<file path="src/logic/sts_pkg.sv">
`default_nettype none
package sts_pkg;

  localparam int ADDR_W  = 12;
  localparam int DATA_W  = 32;
  localparam int RA_W    = 5;
  localparam int CTRL_W  = 14;
  localparam int HOLD_W  = 16;

  // register byte offsets
  localparam logic [RA_W-1:0] REG_CTRL    = 5'h00;
  localparam logic [RA_W-1:0] REG_HOLDOFF = 5'h04;
  localparam logic [RA_W-1:0] REG_PRETRIG = 5'h08;
  localparam logic [RA_W-1:0] REG_ARM     = 5'h0C;
  localparam logic [RA_W-1:0] REG_STATUS  = 5'h10;

  // control register bit positions
  localparam int CB_STORE  = 0;
  localparam int CB_PEAK   = 1;
  localparam int CB_NORM   = 2;
  localparam int CB_SLOW   = 3;
  localparam int CB_SLOPE  = 4;
  localparam int CB_INT    = 5;
  localparam int CB_SRC    = 7;
  localparam int CB_ALT    = 9;
  localparam int CB_CHOPPED_DISPLAY   = 10;
  localparam int CB_INV2   = 11;
  localparam int CB_SAVE   = 12;
  localparam int CB_SINGLE = 13;
  localparam int CB_ARM    = 0;

  // values after reset
  localparam logic [CTRL_W-1:0] CTRL_RST    = 14'h0000;
  localparam logic [HOLD_W-1:0] HOLDOFF_RST = 16'h0010;
  localparam logic [ADDR_W-1:0] PRETRIG_RST = 12'h800;

  // auto trigger: no adequate trigger within one period of 20 Hz
  localparam int AUTO_PERIOD_NS = 50_000_000;
  localparam int CLK_PERIOD_NS  = 10;
  localparam int AUTO_CYCLES    =
    (AUTO_PERIOD_NS + CLK_PERIOD_NS - 1) / CLK_PERIOD_NS;

  localparam logic [1:0] INT_CH1    = 2'h0;
  localparam logic [1:0] INT_FOLLOW = 2'h1;
  localparam logic [1:0] INT_CH2    = 2'h2;
  localparam logic [1:0] SRC_INT    = 2'h0;
  localparam logic [1:0] SRC_LINE   = 2'h1;
  localparam logic [1:0] SRC_EXT    = 2'h2;

  typedef enum logic [2:0] {
    ST_IDLE  = 3'b000,
    ST_PRE   = 3'b001,
    ST_ARMED = 3'b010,
    ST_POST  = 3'b011,
    ST_COPY  = 3'b100,
    ST_DONE  = 3'b101,
    ST_ROLL  = 3'b110,
    ST_LIVE  = 3'b111
  } sts_state_e;

  typedef enum logic [2:0] {
    SM_LIVE     = 3'b000,
    SM_SCAN     = 3'b001,
    SM_ROLL     = 3'b010,
    SM_ROLLSTOP = 3'b011,
    SM_RECORD   = 3'b100
  } sts_smode_e;

endpackage
`default_nettype wire

</file>
<file path="src/logic/sts_trigger_sequencer.sv">
// The strobed register port and the placing of the registers were left to the implementer.
`timescale 1ns/1ns
`default_nettype none
// Behaviour
// - frozen acquisition ignores trigger controls until the next one.
// - store normal keeps display, refills pretrigger until trigger.
// - slow normal scans: copy pretrigger at trigger, then append samples.
// - fast modes fill post-trigger memory before updating the whole display.
// - slow peak-auto store disables triggering and rolls freely.
// - fast peak-auto generates an auto trigger when no trigger comes.
// - roll ignores triggers; newest sample written at rightmost position.
// - peak-auto plus normal selects field sync, otherwise acts as peak-auto.
// - single shot arms one acquisition; rearming needs another press.
// - single arm starts acquisition; ready stays off until pretrigger full.
// - after single trigger, post samples complete record; ready clears.
// - slow single erases display, rolls through trigger, freezes when full.
// - fast single keeps old waveform, then replaces the whole record.
// - indicator shows trigger in auto/normal, armed-and-waiting in single.
// - mark trigger position and separator between new and old data.
// - slope select picks rising or falling crossing of trigger signal.
// - follow source alternates channels in alternate mode, sums in chopped.
// - source selector routes internal, power line or external trigger.
// - store holdoff spans record transfer and pretrigger refill.
// - stored trigger also waits for live holdoff to finish.
// - live holdoff starts at sweep end and blocks new sweeps.
// - channel two inversion also inverts its internal trigger.
// - leaving freeze restarts acquisition; trigger waits for refill.
module sts_trigger_sequencer #(
  parameter int ADDR_W      = sts_pkg::ADDR_W,
  parameter int AUTO_CYCLES = sts_pkg::AUTO_CYCLES
) (
  input  wire logic                        core_clk,
  input  wire logic                        sys_rst,
  input  wire logic [sts_pkg::RA_W-1:0]    regAddr,
  input  wire logic [sts_pkg::DATA_W-1:0]  regWrData,
  input  wire logic                        regWrite,
  input  wire logic                        regRead,
  output var  logic [sts_pkg::DATA_W-1:0]  regRdData,
  input  wire logic                        sampleTick,
  input  wire logic                        sweepEnd,
  input  wire logic                        trigChOne,
  input  wire logic                        trigChTwo,
  input  wire logic                        trigSum,
  input  wire logic                        trigLine,
  input  wire logic                        trigExt,
  output var  logic                        acqWrEn,
  output var  logic [ADDR_W-1:0]           acqAddr,
  output var  logic                        dispWrEn,
  output var  logic                        dispFromAcq,
  output var  logic [ADDR_W-1:0]           dispAddr,
  output var  logic [ADDR_W-1:0]           dispSrcAddr,
  output var  logic                        rollShift,
  output var  logic                        dispErase,
  output var  logic                        trigMark,
  output var  logic [ADDR_W-1:0]           trigAddr,
  output var  logic                        sepMark,
  output var  logic [ADDR_W-1:0]           sepAddr,
  output var  logic                        sweepStart,
  output var  logic                        indicatorLed,
  output var  logic                        fieldSync,
  output var  logic [2:0]                  storageMode,
  output var  logic                        holdoffActive
);
  import sts_pkg::*;

  localparam logic [ADDR_W-1:0] REC_LAST = '1;

  logic [CTRL_W-1:0] ctrl;
  logic [HOLD_W-1:0] holdReg;
  logic [ADDR_W-1:0] pretrigReg;
  logic [CTRL_W-1:0] cCtrl;
  logic [HOLD_W-1:0] cHold;
  logic [ADDR_W-1:0] cPre;
  sts_state_e        state;
  sts_smode_e        curMode;
  sts_smode_e        newMode;
  logic [4:0]        syncA;
  logic [4:0]        syncB;
  logic              selSig;
  logic              selPrev;
  logic              trigHit;
  logic              altPick;
  logic [HOLD_W-1:0] holdCnt;
  logic              holdBusy;
  logic [31:0]       autoCnt;
  logic              autoEn;
  logic              autoFire;
  logic              armPend;
  logic              saveQ;
  logic              frozen;
  logic              unfreeze;
  logic              startAcq;
  logic              accept;
  logic              liveFire;
  logic              sweeping;
  logic              afterCopyPost;
  logic [ADDR_W-1:0] wrPtr;
  logic [ADDR_W-1:0] fillCnt;
  logic [ADDR_W-1:0] postCnt;
  logic [ADDR_W-1:0] lastPost;
  logic [ADDR_W-1:0] copyCnt;
  logic [ADDR_W-1:0] copyLast;
  logic [ADDR_W-1:0] copyBase;
  logic              acquiring;
  logic              rolling;

  function automatic sts_smode_e smodeOf(input logic [CTRL_W-1:0] c);
    if (!c[CB_STORE])
      return SM_LIVE;
    else if (!c[CB_SLOW])
      return SM_RECORD;
    else if (c[CB_SINGLE])
      return SM_ROLLSTOP;
    // peak-auto alone or with normal (field sync) rolls when slow
    else if (c[CB_PEAK])
      return SM_ROLL;
    else
      return SM_SCAN;
  endfunction

  // register port, read data one cycle after the strobe
  always_ff @(posedge core_clk or posedge sys_rst) begin
    if (sys_rst) begin
      ctrl       <= CTRL_RST;
      holdReg    <= HOLDOFF_RST;
      pretrigReg <= PRETRIG_RST;
    end else if (regWrite) begin
      unique case (regAddr)
        REG_CTRL:    ctrl       <= regWrData[CTRL_W-1:0];
        REG_HOLDOFF: holdReg    <= regWrData[HOLD_W-1:0];
        REG_PRETRIG: pretrigReg <= regWrData[ADDR_W-1:0];
        default: ;
      endcase
    end
  end

  always_ff @(posedge core_clk or posedge sys_rst) begin
    if (sys_rst) begin
      regRdData <= 32'h0000_0000;
    end else if (regRead) begin
      unique case (regAddr)
        REG_CTRL:    regRdData <= DATA_W'(ctrl);
        REG_HOLDOFF: regRdData <= DATA_W'(holdReg);
        REG_PRETRIG: regRdData <= DATA_W'(pretrigReg);
        REG_STATUS:  regRdData <= DATA_W'({holdoffActive, armPend, holdBusy,
                                   indicatorLed, storageMode, state});
        default:     regRdData <= 32'h0000_0000;
      endcase
    end else begin
      regRdData <= 32'h0000_0000;
    end
  end

  // comparator pins come from the analog side, two flops first
  always_ff @(posedge core_clk or posedge sys_rst) begin
    if (sys_rst) begin
      syncA   <= 5'h00;
      syncB   <= 5'h00;
      selPrev <= 1'b0;
    end else begin
      syncA   <= {trigExt, trigLine, trigSum, trigChTwo, trigChOne};
      syncB   <= syncA;
      selPrev <= selSig;
    end
  end

  always_comb begin
    logic chTwo;
    logic intSig;
    intSig = syncB[0];
    chTwo  = syncB[1] ^ cCtrl[CB_INV2];
    unique case (cCtrl[CB_INT +: 2])
      INT_CH2:    intSig = chTwo;
      INT_FOLLOW: intSig = cCtrl[CB_CHOPPED_DISPLAY] ? syncB[2] :
                           (cCtrl[CB_ALT] && altPick) ? chTwo : syncB[0];
      default:    intSig = syncB[0];
    endcase
    unique case (cCtrl[CB_SRC +: 2])
      SRC_LINE: selSig = syncB[3];
      SRC_EXT:  selSig = syncB[4];
      default:  selSig = intSig;
    endcase
  end

  assign trigHit = cCtrl[CB_SLOPE] ? (selPrev && !selSig)
                                   : (!selPrev && selSig);

  assign frozen   = ctrl[CB_STORE] && ctrl[CB_SAVE];
  assign unfreeze = ctrl[CB_STORE] && saveQ && !ctrl[CB_SAVE];
  assign newMode  = smodeOf(ctrl);
  assign curMode  = sts_smode_e'(storageMode);
  // single waits for an arm press
  assign startAcq = ctrl[CB_STORE] && !frozen && (unfreeze ||
                    (state == ST_IDLE && (!ctrl[CB_SINGLE] || armPend)) ||
                    (state == ST_DONE && armPend));
  // stored trigger also waits for live holdoff
  assign accept   = state == ST_ARMED && !frozen && !holdBusy &&
                    (trigHit || autoFire);
  assign liveFire = state == ST_LIVE && !sweeping && !holdBusy &&
                    (trigHit || autoFire) &&
                    (!cCtrl[CB_SINGLE] || armPend);
  assign holdBusy = holdCnt != '0;
  assign lastPost = REC_LAST - cPre;
  assign acquiring = !frozen && (state == ST_PRE || state == ST_ARMED ||
                     state == ST_POST || state == ST_ROLL);
  assign rolling  = curMode == SM_ROLL ||
                    (curMode == SM_ROLLSTOP && state != ST_DONE);

  // trigger controls reach the logic every cycle in live, and in store only at acquisition start
  always_ff @(posedge core_clk or posedge sys_rst) begin
    if (sys_rst) begin
      cCtrl       <= CTRL_RST;
      cHold       <= HOLDOFF_RST;
      cPre        <= PRETRIG_RST;
      storageMode <= SM_LIVE;
      fieldSync   <= 1'b0;
      saveQ       <= 1'b0;
    end else begin
      saveQ <= ctrl[CB_SAVE];
      if (!ctrl[CB_STORE] || startAcq) begin
        cCtrl       <= ctrl;
        cHold       <= holdReg;
        cPre        <= pretrigReg;
        storageMode <= newMode;
        // both mode inputs select field sync
        fieldSync   <= ctrl[CB_PEAK] && ctrl[CB_NORM];
      end
    end
  end

  // live holdoff from each sweep end
  always_ff @(posedge core_clk or posedge sys_rst) begin
    if (sys_rst) begin
      holdCnt <= '0;
    end else if (sweepEnd) begin
      holdCnt <= cHold;
    end else if (holdBusy) begin
      holdCnt <= holdCnt - 1'b1;
    end
  end

  // auto trigger when peak-auto sees no adequate trigger
  assign autoEn   = cCtrl[CB_PEAK] && !cCtrl[CB_SINGLE] && !holdBusy &&
                    ((state == ST_LIVE && !sweeping) ||
                     (state == ST_ARMED && !frozen));
  assign autoFire = autoEn && autoCnt == 32'(AUTO_CYCLES - 1);

  always_ff @(posedge core_clk or posedge sys_rst) begin
    if (sys_rst) begin
      autoCnt <= 32'h0000_0000;
    end else if (!autoEn || trigHit || autoFire) begin
      autoCnt <= 32'h0000_0000;
    end else begin
      autoCnt <= autoCnt + 1'b1;
    end
  end

  // arm is set by a press; the press wins over consumption
  always_ff @(posedge core_clk or posedge sys_rst) begin
    if (sys_rst) begin
      armPend <= 1'b0;
    end else if (regWrite && regAddr == REG_ARM && regWrData[CB_ARM]) begin
      armPend <= 1'b1;
    end else if ((startAcq && state != ST_PRE && state != ST_ARMED &&
                  state != ST_POST && state != ST_COPY &&
                  state != ST_ROLL) || (liveFire && cCtrl[CB_SINGLE])) begin
      armPend <= 1'b0;
    end
  end

  // live sweep and alternate channel pick
  always_ff @(posedge core_clk or posedge sys_rst) begin
    if (sys_rst) begin
      sweeping   <= 1'b0;
      sweepStart <= 1'b0;
      altPick    <= 1'b0;
    end else begin
      sweepStart <= liveFire;
      if (liveFire)
        sweeping <= 1'b1;
      else if (sweepEnd)
        sweeping <= 1'b0;
      // alternate source per sweep or acquisition
      if ((liveFire || startAcq) && cCtrl[CB_ALT])
        altPick <= !altPick;
    end
  end

  // ready only once pretrigger is full
  always_ff @(posedge core_clk or posedge sys_rst) begin
    if (sys_rst) begin
      indicatorLed  <= 1'b0;
      holdoffActive <= 1'b0;
    end else begin
      if (cCtrl[CB_SINGLE])
        indicatorLed <= cCtrl[CB_STORE] ? state == ST_ARMED : armPend;
      else if (accept || liveFire)
        indicatorLed <= trigHit;
      // store holdoff covers transfer and refill
      holdoffActive <= holdBusy || state == ST_PRE ||
                       (state == ST_COPY && !afterCopyPost);
    end
  end

  always_ff @(posedge core_clk or posedge sys_rst) begin
    if (sys_rst) begin
      state         <= ST_IDLE;
      wrPtr         <= '0;
      fillCnt       <= '0;
      postCnt       <= '0;
      copyCnt       <= '0;
      copyLast      <= '0;
      copyBase      <= '0;
      afterCopyPost <= 1'b0;
      acqWrEn       <= 1'b0;
      acqAddr       <= '0;
      dispWrEn      <= 1'b0;
      dispFromAcq   <= 1'b0;
      dispAddr      <= '0;
      dispSrcAddr   <= '0;
      rollShift     <= 1'b0;
      dispErase     <= 1'b0;
      trigMark      <= 1'b0;
      trigAddr      <= '0;
      sepMark       <= 1'b0;
      sepAddr       <= '0;
    end else begin
      acqWrEn     <= 1'b0;
      dispWrEn    <= 1'b0;
      dispFromAcq <= 1'b0;
      rollShift   <= 1'b0;
      dispErase   <= 1'b0;
      trigMark    <= 1'b0;
      sepMark     <= 1'b0;
      // memory keeps taking samples until the post fill completes, and without end in roll
      if (acquiring && sampleTick) begin
        acqWrEn <= 1'b1;
        acqAddr <= wrPtr;
        wrPtr   <= wrPtr + 1'b1;
        if (rolling) begin
          dispWrEn  <= 1'b1;
          dispAddr  <= REC_LAST;
          rollShift <= 1'b1;
        end
      end
      if (!ctrl[CB_STORE]) begin
        state <= ST_LIVE;
      end else if (startAcq) begin
        // slow peak-auto runs free in roll
        state   <= newMode == SM_ROLL ? ST_ROLL : ST_PRE;
        fillCnt <= '0;
        // slow single erases the old waveform
        dispErase <= newMode == SM_ROLLSTOP;
      end else if (!frozen) begin
        unique case (state)
          ST_LIVE: state <= ST_IDLE;
          ST_PRE: begin
            // trigger waits for a full pretrigger region
            if (cPre == '0)
              state <= ST_ARMED;
            else if (sampleTick) begin
              fillCnt <= fillCnt + 1'b1;
              if (fillCnt == cPre - 1'b1)
                state <= ST_ARMED;
            end
          end
          ST_ARMED: begin
            if (accept) begin
              trigMark <= 1'b1;
              trigAddr <= wrPtr;
              postCnt  <= '0;
              if (curMode == SM_SCAN && cPre != '0) begin
                copyBase      <= wrPtr - cPre;
                copyCnt       <= '0;
                copyLast      <= cPre - 1'b1;
                afterCopyPost <= 1'b1;
                state         <= ST_COPY;
              end else begin
                state <= ST_POST;
              end
            end
          end
          ST_POST: begin
            if (sampleTick) begin
              postCnt <= postCnt + 1'b1;
              if (curMode == SM_SCAN) begin
                dispWrEn <= 1'b1;
                dispAddr <= cPre + postCnt;
                sepMark  <= 1'b1;
                sepAddr  <= cPre + postCnt + 1'b1;
              end
              if (postCnt == lastPost) begin
                // whole record goes to display after post fill
                // fast single replaces the record at once
                if (curMode == SM_RECORD) begin
                  copyBase      <= wrPtr + 1'b1;
                  copyCnt       <= '0;
                  copyLast      <= REC_LAST;
                  afterCopyPost <= 1'b0;
                  state         <= ST_COPY;
                end else begin
                  // single completes, then waits for rearm
                  state   <= cCtrl[CB_SINGLE] ? ST_DONE : ST_PRE;
                  fillCnt <= '0;
                end
              end
            end
          end
          ST_COPY: begin
            dispWrEn    <= 1'b1;
            dispFromAcq <= 1'b1;
            dispAddr    <= copyCnt;
            dispSrcAddr <= copyBase + copyCnt;
            copyCnt     <= copyCnt + 1'b1;
            if (copyCnt == copyLast) begin
              sepMark <= 1'b1;
              sepAddr <= copyCnt + 1'b1;
              fillCnt <= '0;
              if (afterCopyPost)
                state <= ST_POST;
              else
                state <= cCtrl[CB_SINGLE] ? ST_DONE : ST_PRE;
            end
          end
          ST_IDLE, ST_DONE, ST_ROLL: ;
        endcase
      end
    end
  end
endmodule // sts_trigger_sequencer
`default_nettype wire

</file>
<file path="config.mk">
export PLATFORM = sky130hd
export DESIGN_NAME = sts_trigger_sequencer
export DESIGN_NICKNAME = d
export VERILOG_FILES = /design/src/logic/sts_pkg.sv /design/src/logic/sts_trigger_sequencer.sv
export SDC_FILE = /design/constraint.sdc
export NUM_CORES = 1
export LEC_CHECK = 0
export ABC_AREA = 1
export BUFFER_PORTS_ARGS = -buffer_cell sky130_fd_sc_hd__buf_2
export CAP_MARGIN = 20
export CORE_ASPECT_RATIO = 2
export CORE_MARGIN = 3
export CORE_UTILIZATION = 58
export DETAILED_ROUTE_END_ITERATION = 10
export GPL_TIMING_DRIVEN = 0
export PLACE_DENSITY_LB_ADDON = 0.1
export SYNTH_ARGS = -nofsm -noshare
export SYNTH_HDL_FRONTEND = slang
export SYNTH_SLANG_ARGS = --single-unit
</file>
<file path="constraint.sdc">
create_clock -name core_clk -period 14.8 [get_ports core_clk]
set_clock_uncertainty 0.1 [all_clocks]
set_input_delay 3.7 -clock core_clk [delete_from_list [all_inputs] [get_ports core_clk]]
set_output_delay 3.7 -clock core_clk [all_outputs]
set_load 0.02 [all_outputs]
</file>
* Word-level counts from Yosys, hierarchy flattened *
Cells that the tools add are included.

word-level totals
  flip-flop bits (word level) = 329
  input bits = 48
  output and inout port bits = 106
  word-level logic and storage cells = 311

operators by class
  add/subtract/negate cells = 12
  equal/unequal tests = 53
  mux-type cells = 112
  bitwise logic cells = 3
  reductions and logical operators = 90

operators by type and width
  kind                                                                     number
  12-bit 2-to-1 mux                                                        35
  12-bit case mux with 2 select lines                                      5
  12-bit case mux with 3 select lines                                      2
  32-bit 2-to-1 mux                                                        2
  16-bit case mux with 4 select lines                                      1
  12-bit by 1-bit adder with 12-bit output, second input constant          5
  3-bit 2-to-1 mux                                                         17
  1-bit 2-to-1 mux                                                         40
  12-bit equality test                                                     3
  1-bit logical AND                                                        36
  32-bit by 1-bit adder with 32-bit output, second input constant          1
  32-bit by 23-bit equality test with 1-bit output, second input constant  1
  16-bit 2-to-1 mux                                                        2
  9-bit AND reduction                                                      3
  12-bit adder                                                             2
  3-bit != test, second input constant                                     7
  3-bit by 2-bit equality test with 1-bit output, second input constant    6
  1-bit logical OR                                                         18
  16-bit nonzero test                                                      1
  16-bit by 1-bit subtractor with 16-bit output, second input constant     1
  3-bit equality test, second input constant                               5
  3-bit by 2-bit != test with 1-bit output, second input constant          5
  3-bit case mux with 5 select lines                                       1
  1-bit logical NOT                                                        12
  34 further kinds                                                         59

* Depth between registers and ports, before layout *
  depth in word-level cells = 15
  gate-level depth with buffers = 17
  mapped depth without buffers = 17

* Worst setup path after synthesis *
Ideal clock, no wire load.

  path type = input port to flip-flop
  from = input port regAddr[1] in the netlist's numbering
  to = register ctrl[0]
  data arrival time = 4.771 ns
  slack = 9.799 ns
  stages on the path = 9
  cell sequence = nor2_1 > inv_1 > nor3_1 > nand2_1 > inv_1 > nand2_1 > clkbuf_1 > nand2_1 > o21ai_0

on the way
  word-level cells in the longest chain between the ends = 2

RTL lines
  item                           RTL line                      source
  start, declared                sts_trigger_sequencer.sv:34   input wire logic [sts_pkg::RA_W-1:0] regAddr,
  5-bit logical NOT              sts_trigger_sequencer.sv:128  unique case (regAddr)
  2-bit AND reduction (no line)  --
  end signal, assigned           sts_trigger_sequencer.sv:129  REG_CTRL: ctrl <= regWrData[CTRL_W-1:0];
  end, declared                  sts_trigger_sequencer.sv:68   logic [CTRL_W-1:0] ctrl;

Every way passes these cells.
A chain may end at the register's enable or synchronous reset.

* Worst setup path after layout *
  from = input port sampleTick
  to = register dispAddr[6]

on the way
  word-level cells in the longest chain between the ends = 8

RTL lines
  item                                 RTL line                      source
  start, declared                      sts_trigger_sequencer.sv:39   input wire logic sampleTick,
  1-bit logical AND                    sts_trigger_sequencer.sv:336  if (acquiring && sampleTick) begin
  12-bit 2-to-1 mux                    sts_trigger_sequencer.sv:336
  12-bit 2-to-1 mux                    sts_trigger_sequencer.sv:386  if (curMode == SM_SCAN) begin
  12-bit 2-to-1 mux                    sts_trigger_sequencer.sv:384  if (sampleTick) begin
  12-bit case mux with 2 select lines  sts_trigger_sequencer.sv:355  unique case (state)
  12-bit 2-to-1 mux                    sts_trigger_sequencer.sv:354  end else if (!frozen) begin
  12-bit 2-to-1 mux                    sts_trigger_sequencer.sv:348  end else if (startAcq) begin
  12-bit 2-to-1 mux *                  sts_trigger_sequencer.sv:346  if (!ctrl[CB_STORE]) begin
  end signal, assigned                 sts_trigger_sequencer.sv:388  dispAddr <= cPre + postCnt;
  end signal, assigned                 sts_trigger_sequencer.sv:412  dispAddr <= copyCnt;
  end, declared                        sts_trigger_sequencer.sv:50   output var logic [ADDR_W-1:0] dispAddr,

Mark *: on every way between the ends. The rest lies on a longest branch, timed or not.

==> results.md <==
* RSZ-0062 raised after global routing: no
* Worst Setup End Kind: flip-flop
* Adder-Cell Fraction of Synth Area at 3.80%
* Die area at 31000 um2
* Final HPWL DP at between 40000 and 50000 um
* Final Non-Filler Cells at 2658
* DR DRC count at 0
* Yosys warns at 0
* Worst-path fanout max at 10
* Level count of the clock H-tree at 1
* CP Class: input port to flip-flop
* Slew headroom at 47.7%
* Top-area cell type share of the netlist area at 45.8%
* Power Dens Cells at 161 nW/um2
* Largest net degree at the start of global routing at 110
* Routed WL at about 53000 um
* Layout cells sized above 1 at around 11%
* CP max-delay cell: clkinv_1
* Finished Cell Area at around 19000 um2
* Sequential cell area fraction in the yosys report at 46.5%
* Cts repair resizes at 0
* Pins Over Slew Limit at 0
* Top Family by Delay on Critical Path: buffers and inverters
* Postcts setup bufs at 0
* Antenna viol nets, final at 0
* DR WL/cell at 19.8 um
* DRT iter0 DRCs at 947
* Critical path, cell by cell: buf_2 -> nand3_1 -> clkinv_1 -> nand2_1 -> inv_1 -> clkbuf_1 -> o21ai_0 -> o221ai_1
* Seq cells post-synth at 310
* Outcome: finished clean
* Nets at 2377
* Area contributors post-synth: dfrtp_1 46%, nand2_1 11%, o21ai_0 6.3%
* Min-Delay Path Class: flip-flop to flip-flop
* Vias in the first global route at 15400
* Final period util at between 30% and 40%
* Synth cell types at 63
* Clock Sinks at between 300 and 400
* Gr usage total at 33.9%
* Post-cts hold buffer count at 0
* Area fraction in compound gates after synthesis at 13.6%
* CTS root buf: clkbuf_16
* Synthesized area at about 17000 um2
* First-pass DRT Iterations at 5
* Die height at 246 um
* Die Width at 126 um
* Post-Syn Instances at 2111
* Inst Count DP at 2605
* Placed inst area at approximately 18000 um2
* Main combinational cell family by area after synthesis: simple AND/OR/NAND/NOR gates
* Num CTS Buffers at 29
* Max-cap violations at 0
* Avg Vias per Cell at 5.74
* Critical Path AT at between 5 and 6 ns
* I/O pins at 154
* GRT overflow at 0
* Peak VDD IR at 134 uV
* Slew of the pin with the lowest slew margin at 0.779 ns
* Core ar. at approximately 28000 um2
* Num rows at 87
* Final Hold Viols at 0
* Max incr delay on CP at roughly 0.37 ns
* Clk slew on worst S/H paths at roughly 0.070 ns
* CTS tree: done
* P&R area growth vs syn at 13.0%
* Syn avg cell area at 7.92 um2
* Synth top cells by count: 486 x nand2_1, 306 x dfrtp_1, 253 x inv_1
* Hold_ws at 0.247 ns
* Initial Util at 59.0%
* Clk Latency, worst-skew pair at 0.57 ns
* XOR/XNOR Fraction of Synth Area at 3.25%
* Port bufs at 121
* Fraction of registers with async set/reset at 100%
* Top-count cell post-synth: nand2_1
* EDFF count, synth at 0
* CP bufs+invs at 4
* FMAX at 0.196 GHz
* Initial antenna violation count at 1
* Tmin final at just over 5 ns
* FILL cells at 2457
* Crit path required time at 15.12 ns
* CTS Buffer Depth at 3
* Startpoint Class: input port
* Synth Area in Simple Gates at 24.6%
* First-pass GRT wire length at 82300 um
* Dominant synthesized flop cell: dfrtp_1
* Lkg Pwr at 0.00928 uW
* Final setup fails at 0
* RePlAce Congestion at roughly 1
* Dominant cell type by area after synthesis: dfrtp_1
* Via Count at 15300
* Mux contribution to synthesized area at 0.0599%
final timing paths:
path                       slack [ns]  startpoint              to  depth (start not counted)
min reg2reg                      0.25    syncA[1]        syncB[1]                          0
max in group asynchronous       10.45     sys_rst  dispSrcAddr[0]                          3
max reg2reg                     11.29     cPre[0]     copyLast[3]                         13
min                              0.25    syncA[1]        syncB[1]                          0
max                              9.71  sampleTick     dispAddr[6]                          8
min in group asynchronous        3.12     sys_rst      holdCnt[0]                          2
per-layer routing:
| layer | routed length [um] | global-route usage, % | part of all wire [%] |
|---|---|---|---|
| met5 | 0 | 0 | 0 |
| met4 | 5350 | 28.1 | 10 |
| met3 | 2410 | 3.91 | 4.6 |
| met2 | 27800 | 62.3 | 53 |
| met1 | 17000 | 33.5 | 32 |
state kept, by name (all words and copies together), names as in the netlist, 11 cells and up:
register and cells:
acqAddr 12, holdReg 16, fillCnt 12, cPre 12, pretrigReg 12, holdCnt 16
sepAddr 12, dispAddr 12, cCtrl 11, copyCnt 12, trigAddr 12, dispSrcAddr 12
cHold 16, ctrl 14, copyLast 12, regRdData 16, postCnt 12, autoCnt 32
wrPtr 12, copyBase 12
logic make-up (layout without fill, tap and decap cells):
| family | after synthesis | count (layout) |
|---|---|---|
| other | 1 | 17 |
| adder cells (fa/ha/maj) | 49 | 49 |
| buffers and inverters | 338 | 513 |
| XOR/XNOR | 62 | 62 |
| multiplexers | 1 | 1 |
| AO/OA/AOI/OAI | 401 | 401 |
| flip-flops | 310 | 310 |
| AND/OR/NAND/NOR | 949 | 949 |
layout by cell type, fill, tap and decap left out, types with 40 or more instances in the layout:
| master | synthesis | final |
|---|---|---|
| ha_1 | 46 | 46 |
| clkbuf_1 | 33 | 40 |
| dfrtp_1 | 306 | 306 |
| nor2_1 | 195 | 195 |
| xor2_1 | 45 | 45 |
| nand3_1 | 135 | 135 |
| nor3_1 | 41 | 41 |
| buf_2 | 15 | 136 |
| o21ai_0 | 209 | 209 |
| inv_1 | 253 | 252 |
| nand2_1 | 486 | 486 |
| a21oi_1 | 78 | 78 |
power breakdown:
part | internal, uW | switching (uW) | total, uW
combinational | 344 | 734 | 1080
sequential | 1020 | 146 | 1160
clock | 464 | 334 | 798
per-stage QoR:
step / setup slack [ns] / total power [uW] / TNS (ns) / utilization, %
2_1_floorplan: 2.43 / 1880 / 0 / -
3_3_place_gp: -0.742 / 2210 / -219.99 / 63.0
3_5_place_dp: 9.17 / 2230 / 0 / 63.2
4_1_cts: 9.74 / 3030 / 0 / 66.7
5_1_grt: 9.60 / 3220 / 0 / 66.7
6_report: 9.71 / 3040 / 0 / 66.7
area by class of cell:
class / instances / area [um2] / area share (%)
diodes: 1 / 2.50 / 0.0133
plain buffers: 72 / 384 / 2.03
clock buffers: 43 / 848 / 4.49
clock inverters: 9 / 150 / 0.795
inverters: 266 / 1010 / 5.33
multi-input cells: 1478 / 7620 / 40.4
flip-flops and latches: 310 / 7760 / 41.1
well taps: 356 / 445 / 2.36
repair buffers: 123 / 661 / 3.50
No activity file was read; power rests on OpenSTA's default activity.
